--- config.mk ---
export PLATFORM = sky130hd
export DESIGN_NAME = bsc_sample_buffer_ctrl
export DESIGN_NICKNAME = d
export VERILOG_FILES = /design/src/design/bsc_pkg.sv /design/src/design/bsc_sleep_if.sv /design/src/design/bsc_sleep_timer.sv /design/src/design/bsc_sample_buffer_ctrl.sv
export VERILOG_INCLUDE_DIRS = /design/src /design/src/design
export SDC_FILE = /design/constraint.sdc
export NUM_CORES = 1
export LEC_CHECK = 0
export ABC_CLOCK_PERIOD_IN_PS = 4300
export BUFFER_PORTS_ARGS = -buffer_cell sky130_fd_sc_hd__buf_4
export CAP_MARGIN = 15
export CORE_MARGIN = 3
export CORE_UTILIZATION = 56
export CTS_CLUSTER_DIAMETER = 100
export DETAILED_ROUTE_END_ITERATION = 10
export GPL_TIMING_DRIVEN = 0
export PLACE_DENSITY = 0.8
export SLEW_MARGIN = 25
export SYNTH_ARGS = -nofsm -noshare
export SYNTH_HDL_FRONTEND = slang
export SYNTH_HIERARCHICAL = 1
export SYNTH_SLANG_ARGS = --single-unit
--- constraint.sdc ---
create_clock -name clk_sys -period 4.3 [get_ports clk_sys]
set_input_delay 0.86 -clock clk_sys [delete_from_list [all_inputs] [get_ports clk_sys]]
set_output_delay 0.86 -clock clk_sys [all_outputs]
set_load 0.02 [all_outputs]
--- src/design/bsc_consts.svh ---
`ifndef BSC_CONSTS_SVH
`define BSC_CONSTS_SVH

// ****************************************
// register map
// ****************************************
`define BSC_ADDR_CFG2      8'h27
`define BSC_CFG2_RESET     8'h00
`define BSC_BIT_FLUSH      7
`define BSC_BIT_WAKE_SRC   6
`define BSC_WM_MSB         5
`define BSC_WM_LSB         0

// ****************************************
// buffer mode codes
// ****************************************
`define BSC_MODE_OFF       2'h0
`define BSC_MODE_STREAM    2'h1
`define BSC_MODE_STOP      2'h2
`define BSC_MODE_TRIG      2'h3

// ****************************************
// depth and counter limits
// ****************************************
`define BSC_DEPTH          6'h20
`define BSC_GATE_MAX       5'h1F

`endif

--- src/design/bsc_pkg.sv ---
package bsc_pkg;

   // trigger mode progress
   typedef enum logic [1:0] {
      trg_armed,
      trg_collect,
      trg_hold
   } bsc_trig_t;

   // auto wake/sleep power state
   typedef enum logic {
      pwr_wake,
      pwr_sleep
   } bsc_power_t;

endpackage : bsc_pkg

--- src/design/bsc_sleep_if.sv ---
`timescale 1ns/1ps

interface bsc_sleep_if;
   logic        odr_tick;
   logic        run;
   logic        restart;
   logic [15:0] limit;
   logic        expired;

   modport ctrl (
      output odr_tick,
      output run,
      output restart,
      output limit,
      input  expired
   );

   modport timer (
      input  odr_tick,
      input  run,
      input  restart,
      input  limit,
      output expired
   );
endinterface : bsc_sleep_if

--- src/design/bsc_sleep_timer.sv ---
`timescale 1ns/1ps

module bsc_sleep_timer (
   // clock and reset
   input wire logic   clk_sys,
   input wire logic   nrst,
   // control side
   bsc_sleep_if.timer tm
);
   import bsc_pkg::*;

   logic [15:0] ticks;
   logic [15:0] next_ticks;
   logic        hit;

   // a zero limit means auto-sleep is off, so it never expires
   assign hit = tm.odr_tick && (tm.limit != 16'h0000) && (ticks >= tm.limit - 16'h0001);

   always_comb begin
      next_ticks = ticks;
      if (tm.restart || !tm.run) begin
         next_ticks = 16'h0000;
      end else if (hit) begin
         next_ticks = 16'h0000;
      end else if (tm.odr_tick) begin
         next_ticks = ticks + 16'h0001;
      end
   end

   always_ff @(posedge clk_sys or negedge nrst) begin
      if (!nrst) begin
         ticks <= 16'h0000;
      end else begin
         ticks <= next_ticks;
      end
   end

   // restart in the same cycle cancels the expiry
   always_ff @(posedge clk_sys or negedge nrst) begin
      if (!nrst) begin
         tm.expired <= 1'b0;
      end else begin
         tm.expired <= hit && tm.run && !tm.restart;
      end
   end

endmodule : bsc_sleep_timer

--- src/design/bsc_sample_buffer_ctrl.sv ---
`timescale 1ns/1ps
`include "bsc_consts.svh"


module bsc_sample_buffer_ctrl (
   // clock and reset
   input  wire logic        clk_sys,
   input  wire logic        nrst,
   // register port from the serial interface
   input  wire logic        reg_wr,
   input  wire logic        reg_rd,
   input  wire logic [7:0]  reg_addr,
   input  wire logic [7:0]  reg_wdata,
   output logic      [7:0]  reg_rdata,
   // configuration held in other registers
   input  wire logic [1:0]  buf_mode,
   input  wire logic        buf_gate,
   input  wire logic [15:0] autosleep_count,
   // sample path
   input  wire logic        sample_push,
   input  wire logic        sample_pop,
   output logic             sample_accept,
   output logic             sample_discard,
   output logic      [5:0]  sample_count,
   // events from the rest of the device
   input  wire logic        odr_tick,
   input  wire logic        trigger_evt,
   input  wire logic        wake_evt,
   input  wire logic        ext_flush,
   input  wire logic        gate_sample,
   input  wire logic        gate_overrun,
   // status
   output logic             watermark_flag,
   output logic             overflow_flag,
   output logic             gate_err,
   output logic      [4:0]  gate_cnt,
   output logic             flush_active,
   output logic             power_sleep,
   output logic             trig_full
);
   import bsc_pkg::*;

   // ****************************************
   // register decode
   // ****************************************
   function automatic logic cfg2_hit(input logic [7:0] addr);
      cfg2_hit = (addr == `BSC_ADDR_CFG2);
   endfunction : cfg2_hit

   logic       flush_bit;
   logic       wake_src_en;
   logic [5:0] watermark_level;
   logic       cfg2_wr;

   assign cfg2_wr = reg_wr && cfg2_hit(reg_addr);

   // the flush bit lives for exactly one cycle and then drops
   always_ff @(posedge clk_sys or negedge nrst) begin
      if (!nrst) begin
         flush_bit <= 1'b0;
      end else begin
         flush_bit <= cfg2_wr && reg_wdata[`BSC_BIT_FLUSH];
      end
   end

   always_ff @(posedge clk_sys or negedge nrst) begin
      if (!nrst) begin
         wake_src_en     <= 1'b0;
         watermark_level <= 6'h00;
      end else if (cfg2_wr) begin
         wake_src_en     <= reg_wdata[`BSC_BIT_WAKE_SRC];
         watermark_level <= reg_wdata[`BSC_WM_MSB:`BSC_WM_LSB];
      end
   end

   // flush bit is masked so a read can never show it high
   always_ff @(posedge clk_sys or negedge nrst) begin
      if (!nrst) begin
         reg_rdata <= `BSC_CFG2_RESET;
      end else if (reg_rd) begin
         if (cfg2_hit(reg_addr)) begin
            reg_rdata <= {1'b0, wake_src_en, watermark_level};
         end else begin
            reg_rdata <= 8'h00;
         end
      end
   end

   // ****************************************
   // flush sources
   // ****************************************
   logic [1:0] mode_q;
   logic       mode_off_edge;
   logic       sleep_entry;
   logic       flush_now;

   always_ff @(posedge clk_sys or negedge nrst) begin
      if (!nrst) begin
         mode_q <= `BSC_MODE_OFF;
      end else begin
         mode_q <= buf_mode;
      end
   end

   assign mode_off_edge = (buf_mode == `BSC_MODE_OFF) && (mode_q != `BSC_MODE_OFF);

   // going to sleep flushes unless gating holds the data; triggered mode always flushes
   assign flush_now = flush_bit
                    || mode_off_edge
                    || ext_flush
                    || (sleep_entry && (!buf_gate || (buf_mode == `BSC_MODE_TRIG)));
   assign flush_active = flush_now;

   // ****************************************
   // occupancy and triggered mode
   // ****************************************
   bsc_trig_t  trig_state;
   bsc_trig_t  next_trig;
   logic [5:0] next_count;
   logic       push_ok;
   logic       pop_ok;
   logic       ovf_evt;
   logic       pretrig_cap;
   logic       emptied;

   assign pop_ok = sample_pop && (sample_count != 6'h00);
   assign emptied = pop_ok && (sample_count == 6'h01) && !sample_push;

   // before the trigger the oldest sample makes room once the watermark is reached
   assign pretrig_cap = (buf_mode == `BSC_MODE_TRIG) && (trig_state == trg_armed)
                      && (watermark_level != 6'h00)
                      && (sample_count >= watermark_level);

   always_comb begin
      push_ok        = 1'b0;
      sample_discard = 1'b0;
      ovf_evt        = 1'b0;
      if (sample_push && !flush_now) begin
         case (buf_mode)
            `BSC_MODE_STREAM: begin
               if (sample_count == `BSC_DEPTH && !pop_ok) begin
                  sample_discard = 1'b1;
                  ovf_evt        = 1'b1;
               end
               push_ok = 1'b1;
            end
            `BSC_MODE_STOP: begin
               push_ok = (sample_count != `BSC_DEPTH) || pop_ok;
               ovf_evt = !push_ok;
            end
            `BSC_MODE_TRIG: begin
               if (trig_state == trg_hold) begin
                  push_ok = 1'b0;
               end else if (pretrig_cap && !pop_ok) begin
                  push_ok        = 1'b1;
                  sample_discard = 1'b1;
               end else begin
                  push_ok = (sample_count != `BSC_DEPTH) || pop_ok;
               end
            end
            default: begin
               push_ok = 1'b0;
            end
         endcase
      end
   end

   assign sample_accept = push_ok;

   always_comb begin
      next_count = sample_count;
      if (flush_now) begin
         next_count = 6'h00;
      end else if (push_ok && !sample_discard && !pop_ok) begin
         next_count = sample_count + 6'h01;
      end else if (pop_ok && !(push_ok && !sample_discard)) begin
         next_count = sample_count - 6'h01;
      end
   end

   always_ff @(posedge clk_sys or negedge nrst) begin
      if (!nrst) begin
         sample_count <= 6'h00;
      end else begin
         sample_count <= next_count;
      end
   end

   // collection ends when full; emptying or flushing rearms
   always_comb begin
      next_trig = trig_state;
      if (flush_now || emptied || buf_mode != `BSC_MODE_TRIG) begin
         next_trig = trg_armed;
      end else begin
         case (trig_state)
            trg_armed: begin
               if (trigger_evt && power_sleep) begin
                  next_trig = trg_collect;
               end
            end
            trg_collect: begin
               if (next_count == `BSC_DEPTH) begin
                  next_trig = trg_hold;
               end
            end
            trg_hold: begin
               next_trig = trg_hold;
            end
            default: begin
               next_trig = trg_armed;
            end
         endcase
      end
   end

   always_ff @(posedge clk_sys or negedge nrst) begin
      if (!nrst) begin
         trig_state <= trg_armed;
      end else begin
         trig_state <= next_trig;
      end
   end

   assign trig_full = (trig_state == trg_hold);

   // ****************************************
   // event flags
   // ****************************************
   logic ovf_set;

   assign ovf_set = ovf_evt || (trig_state == trg_collect && next_trig == trg_hold);

   // compare against the count that will stand next cycle so the flag never lags the count
   always_ff @(posedge clk_sys or negedge nrst) begin
      if (!nrst) begin
         watermark_flag <= 1'b0;
      end else begin
         watermark_flag <= (watermark_level != 6'h00)
                        && (next_count >= watermark_level);
      end
   end

   // a new overflow wins over a pop-clear in the same cycle; a flush clears regardless
   always_ff @(posedge clk_sys or negedge nrst) begin
      if (!nrst) begin
         overflow_flag <= 1'b0;
      end else if (ovf_set && !flush_now) begin
         overflow_flag <= 1'b1;
      end else if (flush_now || pop_ok) begin
         overflow_flag <= 1'b0;
      end
   end

   // ****************************************
   // gate error and gate counter
   // ****************************************
   always_ff @(posedge clk_sys or negedge nrst) begin
      if (!nrst) begin
         gate_err <= 1'b0;
      end else if (gate_overrun) begin
         gate_err <= 1'b1;
      end else if (flush_now || emptied) begin
         gate_err <= 1'b0;
      end
   end

   always_ff @(posedge clk_sys or negedge nrst) begin
      if (!nrst) begin
         gate_cnt <= 5'h00;
      end else if (flush_now || emptied) begin
         gate_cnt <= 5'h00;
      end else if (gate_sample && gate_cnt != `BSC_GATE_MAX) begin
         gate_cnt <= gate_cnt + 5'h01;
      end
   end

   // ****************************************
   // auto wake/sleep
   // ****************************************
   bsc_sleep_if sl ();
   bsc_power_t  power;
   logic        src_effective;
   logic        flags_cleared;

   bsc_sleep_timer u_bsc_sleep_timer (
      .clk_sys (clk_sys),
      .nrst    (nrst),
      .tm      (sl.timer)
   );

   assign src_effective = wake_src_en
                        && (buf_mode == `BSC_MODE_STREAM || buf_mode == `BSC_MODE_STOP);

   // host service of a pending flag counts as activity only when the option is live
   assign flags_cleared = (watermark_flag || overflow_flag) && (flush_bit || pop_ok);

   assign sl.odr_tick = odr_tick;
   assign sl.limit    = autosleep_count;
   assign sl.run      = (power == pwr_wake) && !trig_full;
   assign sl.restart  = wake_evt || (src_effective && flags_cleared);

   // expiry sleeps whether or not flags are pending; flags only delay it through restart
   assign sleep_entry = (power == pwr_wake) && sl.expired;

   always_ff @(posedge clk_sys or negedge nrst) begin
      if (!nrst) begin
         power <= pwr_wake;
      end else begin
         case (power)
            pwr_wake: begin
               if (sleep_entry) begin
                  power <= pwr_sleep;
               end
            end
            pwr_sleep: begin
               if (wake_evt || (trigger_evt && buf_mode == `BSC_MODE_TRIG)) begin
                  power <= pwr_wake;
               end
            end
            default: begin
               power <= pwr_wake;
            end
         endcase
      end
   end

   assign power_sleep = (power == pwr_sleep);

endmodule : bsc_sample_buffer_ctrl

==> run summary, run 1 <==
Status - finished, final reports clean
Maximum clock path buffer count - 2
Top cell type's share of synthesized area - 34.1%
Synth Register Bits - 51
CTS buffer count - 5
Synth Cell Area - 0.00374 mm²
Reg2Reg Setup Slack - 0.37 ns
Unrepaired setup endpoints after global routing - true
Grt ovf - 0
Critical Path Max Stage Delay - 0.45 ns
Hold Crit Class - register to register
CP top delay family - simple AND/OR/NAND/NOR gates
Reg2Reg Launch Point - sample_count[0]
Port Buffer Count - 72
Maximum VDD drop - 0.319 mV
First-pass GRT wire length - 14.4 mm
Sw Share - 39.1%
Asr flop ratio synth - 100%
Switch Pwr - 0.000647 W
Initial antenna violation count - 0
CP cell instances - buf_4 -> nor3_1 -> or3b_1 -> or3_1 -> nor4_1 -> xnor2_1 -> ha_1 -> nand4_1 -> a211o_1 -> o32a_1 -> a211oi_4 -> buf_6 -> nor3_2
Critical Path Source - autosleep_count[1]
WS Path Type - primary input to register
Commonest cells after routing, fill and taps aside - buf_4 (76), dfrtp_1 (50), ha_1 (39)
Net count after synthesis - 486
FP Rows - 29
Detailed-route wire length - 8.52 mm
Lkg Pwr - 2.12 nW
PwrDens - 366 mW/mm²
Setup Skew - 0.00565 ns
Top post-synthesis cells by area - dfrtp_1 (34%), ha_1 (13%), xnor2_1 (4.2%)
# hold bufs at CTS - 0
Share of cells above drive strength 1 - 25.1%
Setup-failing EPs final - 0
Synth warn - 6
# fillers - 515
Comb pwr share - 43.4%
Area of the multi-input gates - 0.00231 mm²
Syn Inst Count - 400
Final ANT Viol Nets - 0
Tot GR Track Use - 23.2%
Worst setup path end - u_bsc_sleep_timer/ticks[2]
Register area - 0.00128 mm²
Critical path buffer and inverter count - 2
Worst Path Max Fanout - 10
Vias in the first global route - 3200
Area leader, netlist - dfrtp_1
Pre-Repair DR Iteration Count - 4
M2 GR Usage - 40.4%
Via/cell ratio - 5.77
Period utilisation layout - 94.5%
GR peak layer - met2
Ant diodes - 0
Sum Neg Setup Slack - 0 ns
Setup slack after layout - 0.235 ns
Initial core utilization - 58.2%
Vias - 3229
Internal - 0.00101 W
Clock sink count - 51
Syn avg cell area - 9.35 µm²
H-Tree Depth - 2
Max Slew Vio Count - 0
Met1 GRT Util - 29.8%
Drt wl/cell - 15.2 µm
EDFF count, synth - 0
Core Area - 0.00642 mm²
Final #Nets - 568
WP depth - 13
Clk pwr share - 21.3%
Met3 Use GR - 4.89%
Die area - 0.00769 mm²
Setup WS pre-CTS - -0.262 ns
Sequential power share - 35.4%
Ys flop type - dfrtp_1
Residual DRC - 0
Global placement routability congestion - 0.878
Critical Path Start Type - primary input
Reg2reg end - watermark_flag
Dpl hpwl - 6.71 mm
Area Overhead vs Synth - 21.0%
Largest net degree at the start of global routing - 52
Max-cap violation count - 0
Slowest CP cell - or3b_1
R2R depth - 17
Fraction of the yosys area taken by sequential cells - 34.1%
Die Span Y - 87.7 µm
FMAX - 246 MHz
IO Count - 74
Final worst path period need - 4.06 ns
CP Capture Type - register
Relative slew slack - 50.1%
Worst Tran Pin Value - 0.749 ns
Die X - 87.7 µm
Insertion delay to the later sink of the worst-skew pair - 0.31 ns
Clock transition at path regs - 0.10 ns
Commonest non-fill, non-tap cell in the layout - buf_4
Initial DRC Count - 125
Req. time, crit path - 4.47 ns
CTS root buffer - clkbuf_8
Crit path DAT - 4.23 ns
Distinct cells, synth - 67
Fin. Hold Viols - 0
TritonCTS clock tree - yes
-- synthesized netlist by cell type, types with 3 or more instances --
master,number
nand2b_1,7
nand3_1,13
nor3b_1,3
nand2_1,28
o21bai_1,4
dfrtp_1,51
o21ai_0,14
nand4_1,15
mux2i_1,5
clkbuf_1,8
xnor2_1,18
and2_1,5
nor2_1,24
nor3_2,11
mux2_2,7
ha_1,39
inv_1,28
a211oi_1,4
nor2b_1,6
a21oi_1,17
nor4_1,5
and3_1,6
a211o_1,3
xor2_1,15
a211oi_2,3
nor3_1,14
-- per-stage QoR --
step	util (%)	instance area, µm²	hold slack [ns]	instances	power, W
after floorplan	-	3740	0.437	400	0.00108
after global placement	68.1	4380	0.460	549	0.00127
after detailed placement	68.1	4380	0.470	549	0.00130
after CTS	69.9	4490	0.495	557	0.00166
after global routing	70.5	4530	0.507	560	0.00179
final	70.5	4530	0.488	560	0.00165
-- worst min-delay path by stage --
stage / end / slack (ns) / from / cells past startpoint
5_1_grt: power_sleep / 0.51 / u_bsc_sleep_timer/tm.expired / 2
2_1_floorplan: power_sleep / 0.44 / u_bsc_sleep_timer/tm.expired / 2
6_report: power_sleep / 0.49 / u_bsc_sleep_timer/tm.expired / 2
4_1_cts: power_sleep / 0.49 / u_bsc_sleep_timer/tm.expired / 2
3_5_place_dp: power_sleep / 0.47 / u_bsc_sleep_timer/tm.expired / 2
3_3_place_gp: power_sleep / 0.46 / u_bsc_sleep_timer/tm.expired / 2
-- power groups by stage --
| stage | combinational (W) | sequential (W) | clock, W |
|---|---|---|---|
| 6_report | 0.000718 | 0.000585 | 0.000352 |
| 2_1_floorplan | 0.000467 | 0.000608 | 0 |
| 3_3_place_gp | 0.000681 | 0.000591 | 0 |
| 5_1_grt | 0.000817 | 0.000594 | 0.000378 |
| 3_5_place_dp | 0.000711 | 0.000592 | 0 |
| 4_1_cts | 0.000713 | 0.000584 | 0.000360 |
-- kinds of logic after synthesis --
family                   count (synthesis)  synth area share, %
AND/OR/NAND/NOR                        155                 24.6
AO/OA/AOI/OAI                           69                 12.6
flip-flops                              51                 34.1
buffers and inverters                   40                 4.32
adder cells (fa/ha/maj)                 39                 13.0
XOR/XNOR                                33                 7.73
multiplexers                            12                 3.45
other                                    1                0.100
-- flip-flops by register name, summed over array words and instances, names as in the netlist --
signal	count
gate_cnt	5
overflow_flag	1
wake_src_en	1
reg_rdata	7
watermark_level	6
watermark_flag	1
trig_state	2
u_bsc_sleep_timer/tm.expired	1
sample_count	6
flush_bit	1
mode_q	2
power_sleep	1
gate_err	1
u_bsc_sleep_timer/ticks	16
-- worst reg2reg max path, stage by stage, from the launching register on --
cell,delay [ns]
dfrtp_2,0.49
inv_1,0.13
ha_1,0.23
or3b_4,0.42
nor4b_4,0.39
buf_4,0.19
a211oi_2,0.12
a21oi_2,0.25
o21ai_0,0.11
o22ai_1,0.36
ha_1,0.32
a21oi_1,0.13
nor2b_1,0.06
o21ai_0,0.15
nand2b_1,0.09
a21oi_1,0.15
nor2b_1,0.06
o21a_1,0.17
-- cell type report --
class / instances / area share (%)
Buffer: 10 / 1.08
Clock buffer: 5 / 1.52
Clock inverter: 3 / 1.02
Inverter: 30 / 2.49
Multi-Input combinational cell: 309 / 51.1
Sequential cell: 51 / 28.2
Tap cell: 77 / 2.13
Timing Repair Buffer: 75 / 12.4
-- repair_timing --
action,4_1_cts,5_1_grt
endpoints found under the setup margin,0,11
gates resized for setup,0,3
setup buffers,0,3
-- metal layers --
metal	routed length, µm	part of all wire, %
met5	0	0
met1	3760	44
met4	63	0.74
met3	452	5.3
met2	4250	50
Power figures use the tool's default switching activity.
==> run 2, diff against run 1 <==
--- a/config.mk
+++ b/config.mk
@@ -10,13 +10,12 @@
 export BUFFER_PORTS_ARGS = -buffer_cell sky130_fd_sc_hd__buf_4
 export CAP_MARGIN = 15
 export CORE_MARGIN = 3
-export CORE_UTILIZATION = 56
+export CORE_UTILIZATION = 50
 export CTS_CLUSTER_DIAMETER = 100
 export DETAILED_ROUTE_END_ITERATION = 10
 export GPL_TIMING_DRIVEN = 0
-export PLACE_DENSITY = 0.8
+export PLACE_DENSITY = 0.73
 export SLEW_MARGIN = 25
 export SYNTH_ARGS = -nofsm -noshare
 export SYNTH_HDL_FRONTEND = slang
-export SYNTH_HIERARCHICAL = 1
 export SYNTH_SLANG_ARGS = --single-unit
==> run 2 against run 1 <==
  * Sequential share of layout area grew 0.38 points
  * Synthesized cell count shrank 1.8%
  * Flip-flop and latch count is the same
  * Critical path depth grew 3
  * Fmax grew 2.1%
  * Worst hold slack lost 0.013 ns
  * Global-route usage shrank 3.1 points
  * Cell count grew 2.1%
  * Largest power group unchanged
  * Via count shrank 2.8%
  * Wire length shrank 3.6%
==> run summary, run 2 <==
Area Overhead vs Synth - 22.1%
Initial core utilization - 52.6% (-5.6 points)
Sw Share - 38.2% (-0.92 points)
Max Slew Vio Count - 0 (unchanged)
Commonest cells after routing, fill and taps aside - buf_4 (77), dfrtp_1 (51), ha_1 (39)
Synth Cell Area - 0.00365 mm² (-2.3%)
Final worst path period need - 3.98 ns (-0.0822 ns)
Fin. Hold Viols - 0 (unchanged)
Clock sink count - 51 (unchanged)
Port Buffer Count - 72 (unchanged)
Most common cell in the netlist - dfrtp_1
FP Rows - 30 (+3.4%)
Syn avg cell area - 9.30 µm² (-0.57%)
Setup WS pre-CTS - -0.108 ns (+0.154 ns)
Status - finished, final reports clean
Post-DP Area - 0.00431 mm² (-1.4%)
Top post-synthesis cells by area - dfrtp_1 (35%), ha_1 (13%), xnor2_1 (3.8%)
Req. time, crit path - 4.49 ns (+0.02 ns)
Max-cap violation count - 0 (unchanged)
Maximum clock path buffer count - 2 (unchanged)
Area leader, netlist - dfrtp_1
Core Area - 0.00694 mm² (+8.1%)
# hold bufs at CTS - 0 (unchanged)
Period utilisation layout - 92.6% (-1.9 points)
Sum Neg Setup Slack - 0 ns (unchanged)
Crit path DAT - 4.17 ns (-0.06 ns)
Hold Crit Class - register to register
Fraction of the yosys area taken by sequential cells - 34.9% (+0.81 points)
Largest Register - u_bsc_sleep_timer.ticks
Distinct cells, synth - 60 (-10%)
Setup slack after layout - 0.317 ns (+0.0822 ns)
Ys flop type - dfrtp_1
Asr flop ratio synth - 100% (unchanged)
FMAX - 251 MHz (+2.1%)
Dpl hpwl - 6.44 mm (-3.9%)
Ant diodes - 0 (unchanged)
Slowest CP cell - or4_4
Final #Nets - 562 (-1.1%)
Insertion delay to the later sink of the worst-skew pair - 0.30 ns (about the same)
Final ANT Viol Nets - 0 (unchanged)
Critical path buffer and inverter count - 2 (unchanged)
Vias - 3139 (-2.8%)
Internal - 0.00101 W (-0.18%)
CP top delay family - simple AND/OR/NAND/NOR gates
Top cell type's share of synthesized area - 34.9% (+0.81 points)
Die Span Y - 91.5 µm (+4.3%)
Worst Path Max Fanout - 10 (unchanged)
CP cell instances - buf_4 -> or4_4 -> nor2_4 -> nand2_1 -> or4_1 -> nor3_1 -> xnor2_1 -> ha_1 -> nand4_1 -> nor2_1 -> o21ai_0 -> a31oi_1 -> o211ai_2 -> nand2b_2 -> buf_6 -> nor2_2
Setup Skew - 0.00673 ns (+0.00107 ns)
First-pass GRT wire length - 14.1 mm (-2.1%)
Pre-Repair DR Iteration Count - 4 (unchanged)
Comb pwr share - 45.2% (+1.8 points)
Lkg Pwr - 2.10 nW (-0.68%)
TritonCTS clock tree - yes
Clk pwr share - 19.8% (-1.5 points)
Hold slack - 0.475 ns (-0.0130 ns)
Clock transition at path regs - 0.09 ns (about the same)
Drt wl/cell - 14.4 µm (-5.6%)
Initial antenna violation count - 0 (unchanged)
Global placement routability congestion - 0.841 (-4.2%)
CTS root buffer - clkbuf_8
H-Tree Depth - 2 (unchanged)
Critical Path Max Stage Delay - 0.55 ns (+0.10 ns)
Biggest regs - u_bsc_sleep_timer.ticks (16), reg_rdata (7)
Syn Inst Count - 393 (-1.8%)
CP Capture Type - register
Largest net degree at the start of global routing - 52 (unchanged)
Switch Pwr - 0.000621 W (-4.0%)
PwrDens - 365 mW/mm² (-0.24%)
Synth warn - 0 (-6)
Tot GR Track Use - 20.1% (-3.1 points)
Detailed-route wire length - 8.21 mm (-3.6%)
Design area - 0.00446 mm² (-1.4%)
Synth Register Bits - 51 (unchanged)
WS Path Type - primary input to register
Relative slew slack - 52.2% (+2.1 points)
Synth cell count leaders - dfrtp_1 (51), ha_1 (39), nand2_1 (27), nor2_1 (27), inv_1 (24)
Commonest non-fill, non-tap cell in the layout - buf_4
# fillers - 593 (+15%)
Share of cells above drive strength 1 - 25.4% (+0.37 points)
Critical Path Start Type - primary input
Setup-failing EPs final - 0 (unchanged)
Worst Tran Pin Value - 0.710 ns (-0.0384 ns)
Unrepaired setup endpoints after global routing - false
IO Count - 74 (unchanged)
Sequential power share - 35.0% (-0.4 points)
Largest register FFs - 16 (unchanged)
Maximum VDD drop - 0.240 mV (-25%)
Grt ovf - 0 (unchanged)
Net count after synthesis - 479 (-1.4%)
Initial DRC Count - 132 (+5.6%)
Vias in the first global route - 3111 (-2.8%)
CTS buffer count - 5 (unchanged)
Die X - 91.5 µm (+4.3%)
Residual DRC - 0 (unchanged)
Die area - 0.00837 mm² (+8.8%)
EDFF count, synth - 0 (unchanged)
Via/cell ratio - 5.49 (-4.8%)
run 2: cell count changes in the layout (fill, tap and decap cells not counted), moves of 5 or more:
cell / previous run / this run
nor2_2: 1 / 10
a21o_1: 1 / 7
nand3_1: 13 / 18
nor3_2: 11 / 0
clkbuf_1: 8 / 3
nand4_1: 15 / 9
run 2: area by class of cell:
type / count / area, µm² / share of cell area [%]
buffer: 6 / 41.3 / 0.926
clock buffer: 5 / 68.8 / 1.54
clock inverter: 2 / 37.5 / 0.842
inverter: 26 / 97.6 / 2.19
multi-input combinational: 310 / 2250 / 50.4
sequential: 51 / 1280 / 28.6
tap: 96 / 120 / 2.69
timing repair buffer: 76 / 571 / 12.8
run 2: power by group through the flow:
stage               logic [W]  clock network [W]  registers (W)
finish               0.000735           0.000323       0.000569
global route         0.000818           0.000355       0.000576
CTS                  0.000711           0.000336       0.000568
detailed placement   0.000705                  0       0.000577
global placement     0.000677                  0       0.000577
floorplan            0.000463                  0       0.000598
run 2: cells by family after synthesis:
group                      Yosys count  share of synthesized area (%)
adders and majority gates           39                           13.4
other                                1                          0.103
DFF                                 51                           34.9
and+or+nand+nor                    156                           23.9
muxes                               10                           2.98
xor gates and xnor gates            32                           7.67
buffers and inverters               32                           3.80
AOI/OAI and AO/OA                   72                           13.3
run 2: per-stage QoR:
step	std cells	total power [W]	utilization (%)
after global routing	572	0.00175	64.2
after CTS	568	0.00161	63.7
after detailed placement	561	0.00128	62.1
after floorplan	393	0.00106	-
final	572	0.00163	64.2
after global placement	561	0.00125	62.1
run 2: worst paths after layout:
| path | slack, ns | cells past startpoint | from | to |
|---|---|---|---|---|
| setup reg to reg | 0.70 | 15 | sample_count[1] | watermark_flag |
| setup / recovery | 0.32 | 16 | autosleep_count[2] | u_bsc_sleep_timer.ticks[2] |
| min in group asynchronous | 0.58 | 1 | nrst | sample_count[0] |
| hold / removal | 0.48 | 2 | u_bsc_sleep_timer.tm.expired | power_sleep |
| hold reg to reg | 0.48 | 2 | u_bsc_sleep_timer.tm.expired | power_sleep |
| max in group asynchronous | 3.28 | 1 | nrst | trig_state[0] |
run 2: worst reg2reg max path, cell delays in order, from the launching register on:
cell and delay [ns]:
dfrtp_1 0.49, inv_1 0.15, ha_1 0.23, nand2b_1 0.12, o21ai_1 0.42, o21ai_0 0.29, a21o_1 0.24, a311oi_2 0.43
ha_1 0.31, a21oi_1 0.14, nor2b_1 0.06, o21ai_0 0.16, nand2b_1 0.09, a21oi_1 0.15, nor2b_1 0.06, o21a_1 0.16
run 2: what timing repair did:
action	in CTS	in global routing
endpoints found under the setup margin	0	1
setup buffers	0	4
gates resized for setup	0	2
run 2: layer usage:
metal  vias up  part of all wire, %  GRT usage, %
met2        85                   47          32.4
met4         0                  1.1          5.03
met3         8                  4.6          3.48
li1       1570                    -             -
met1      1476                   47          28.0
met5         -                    0             0
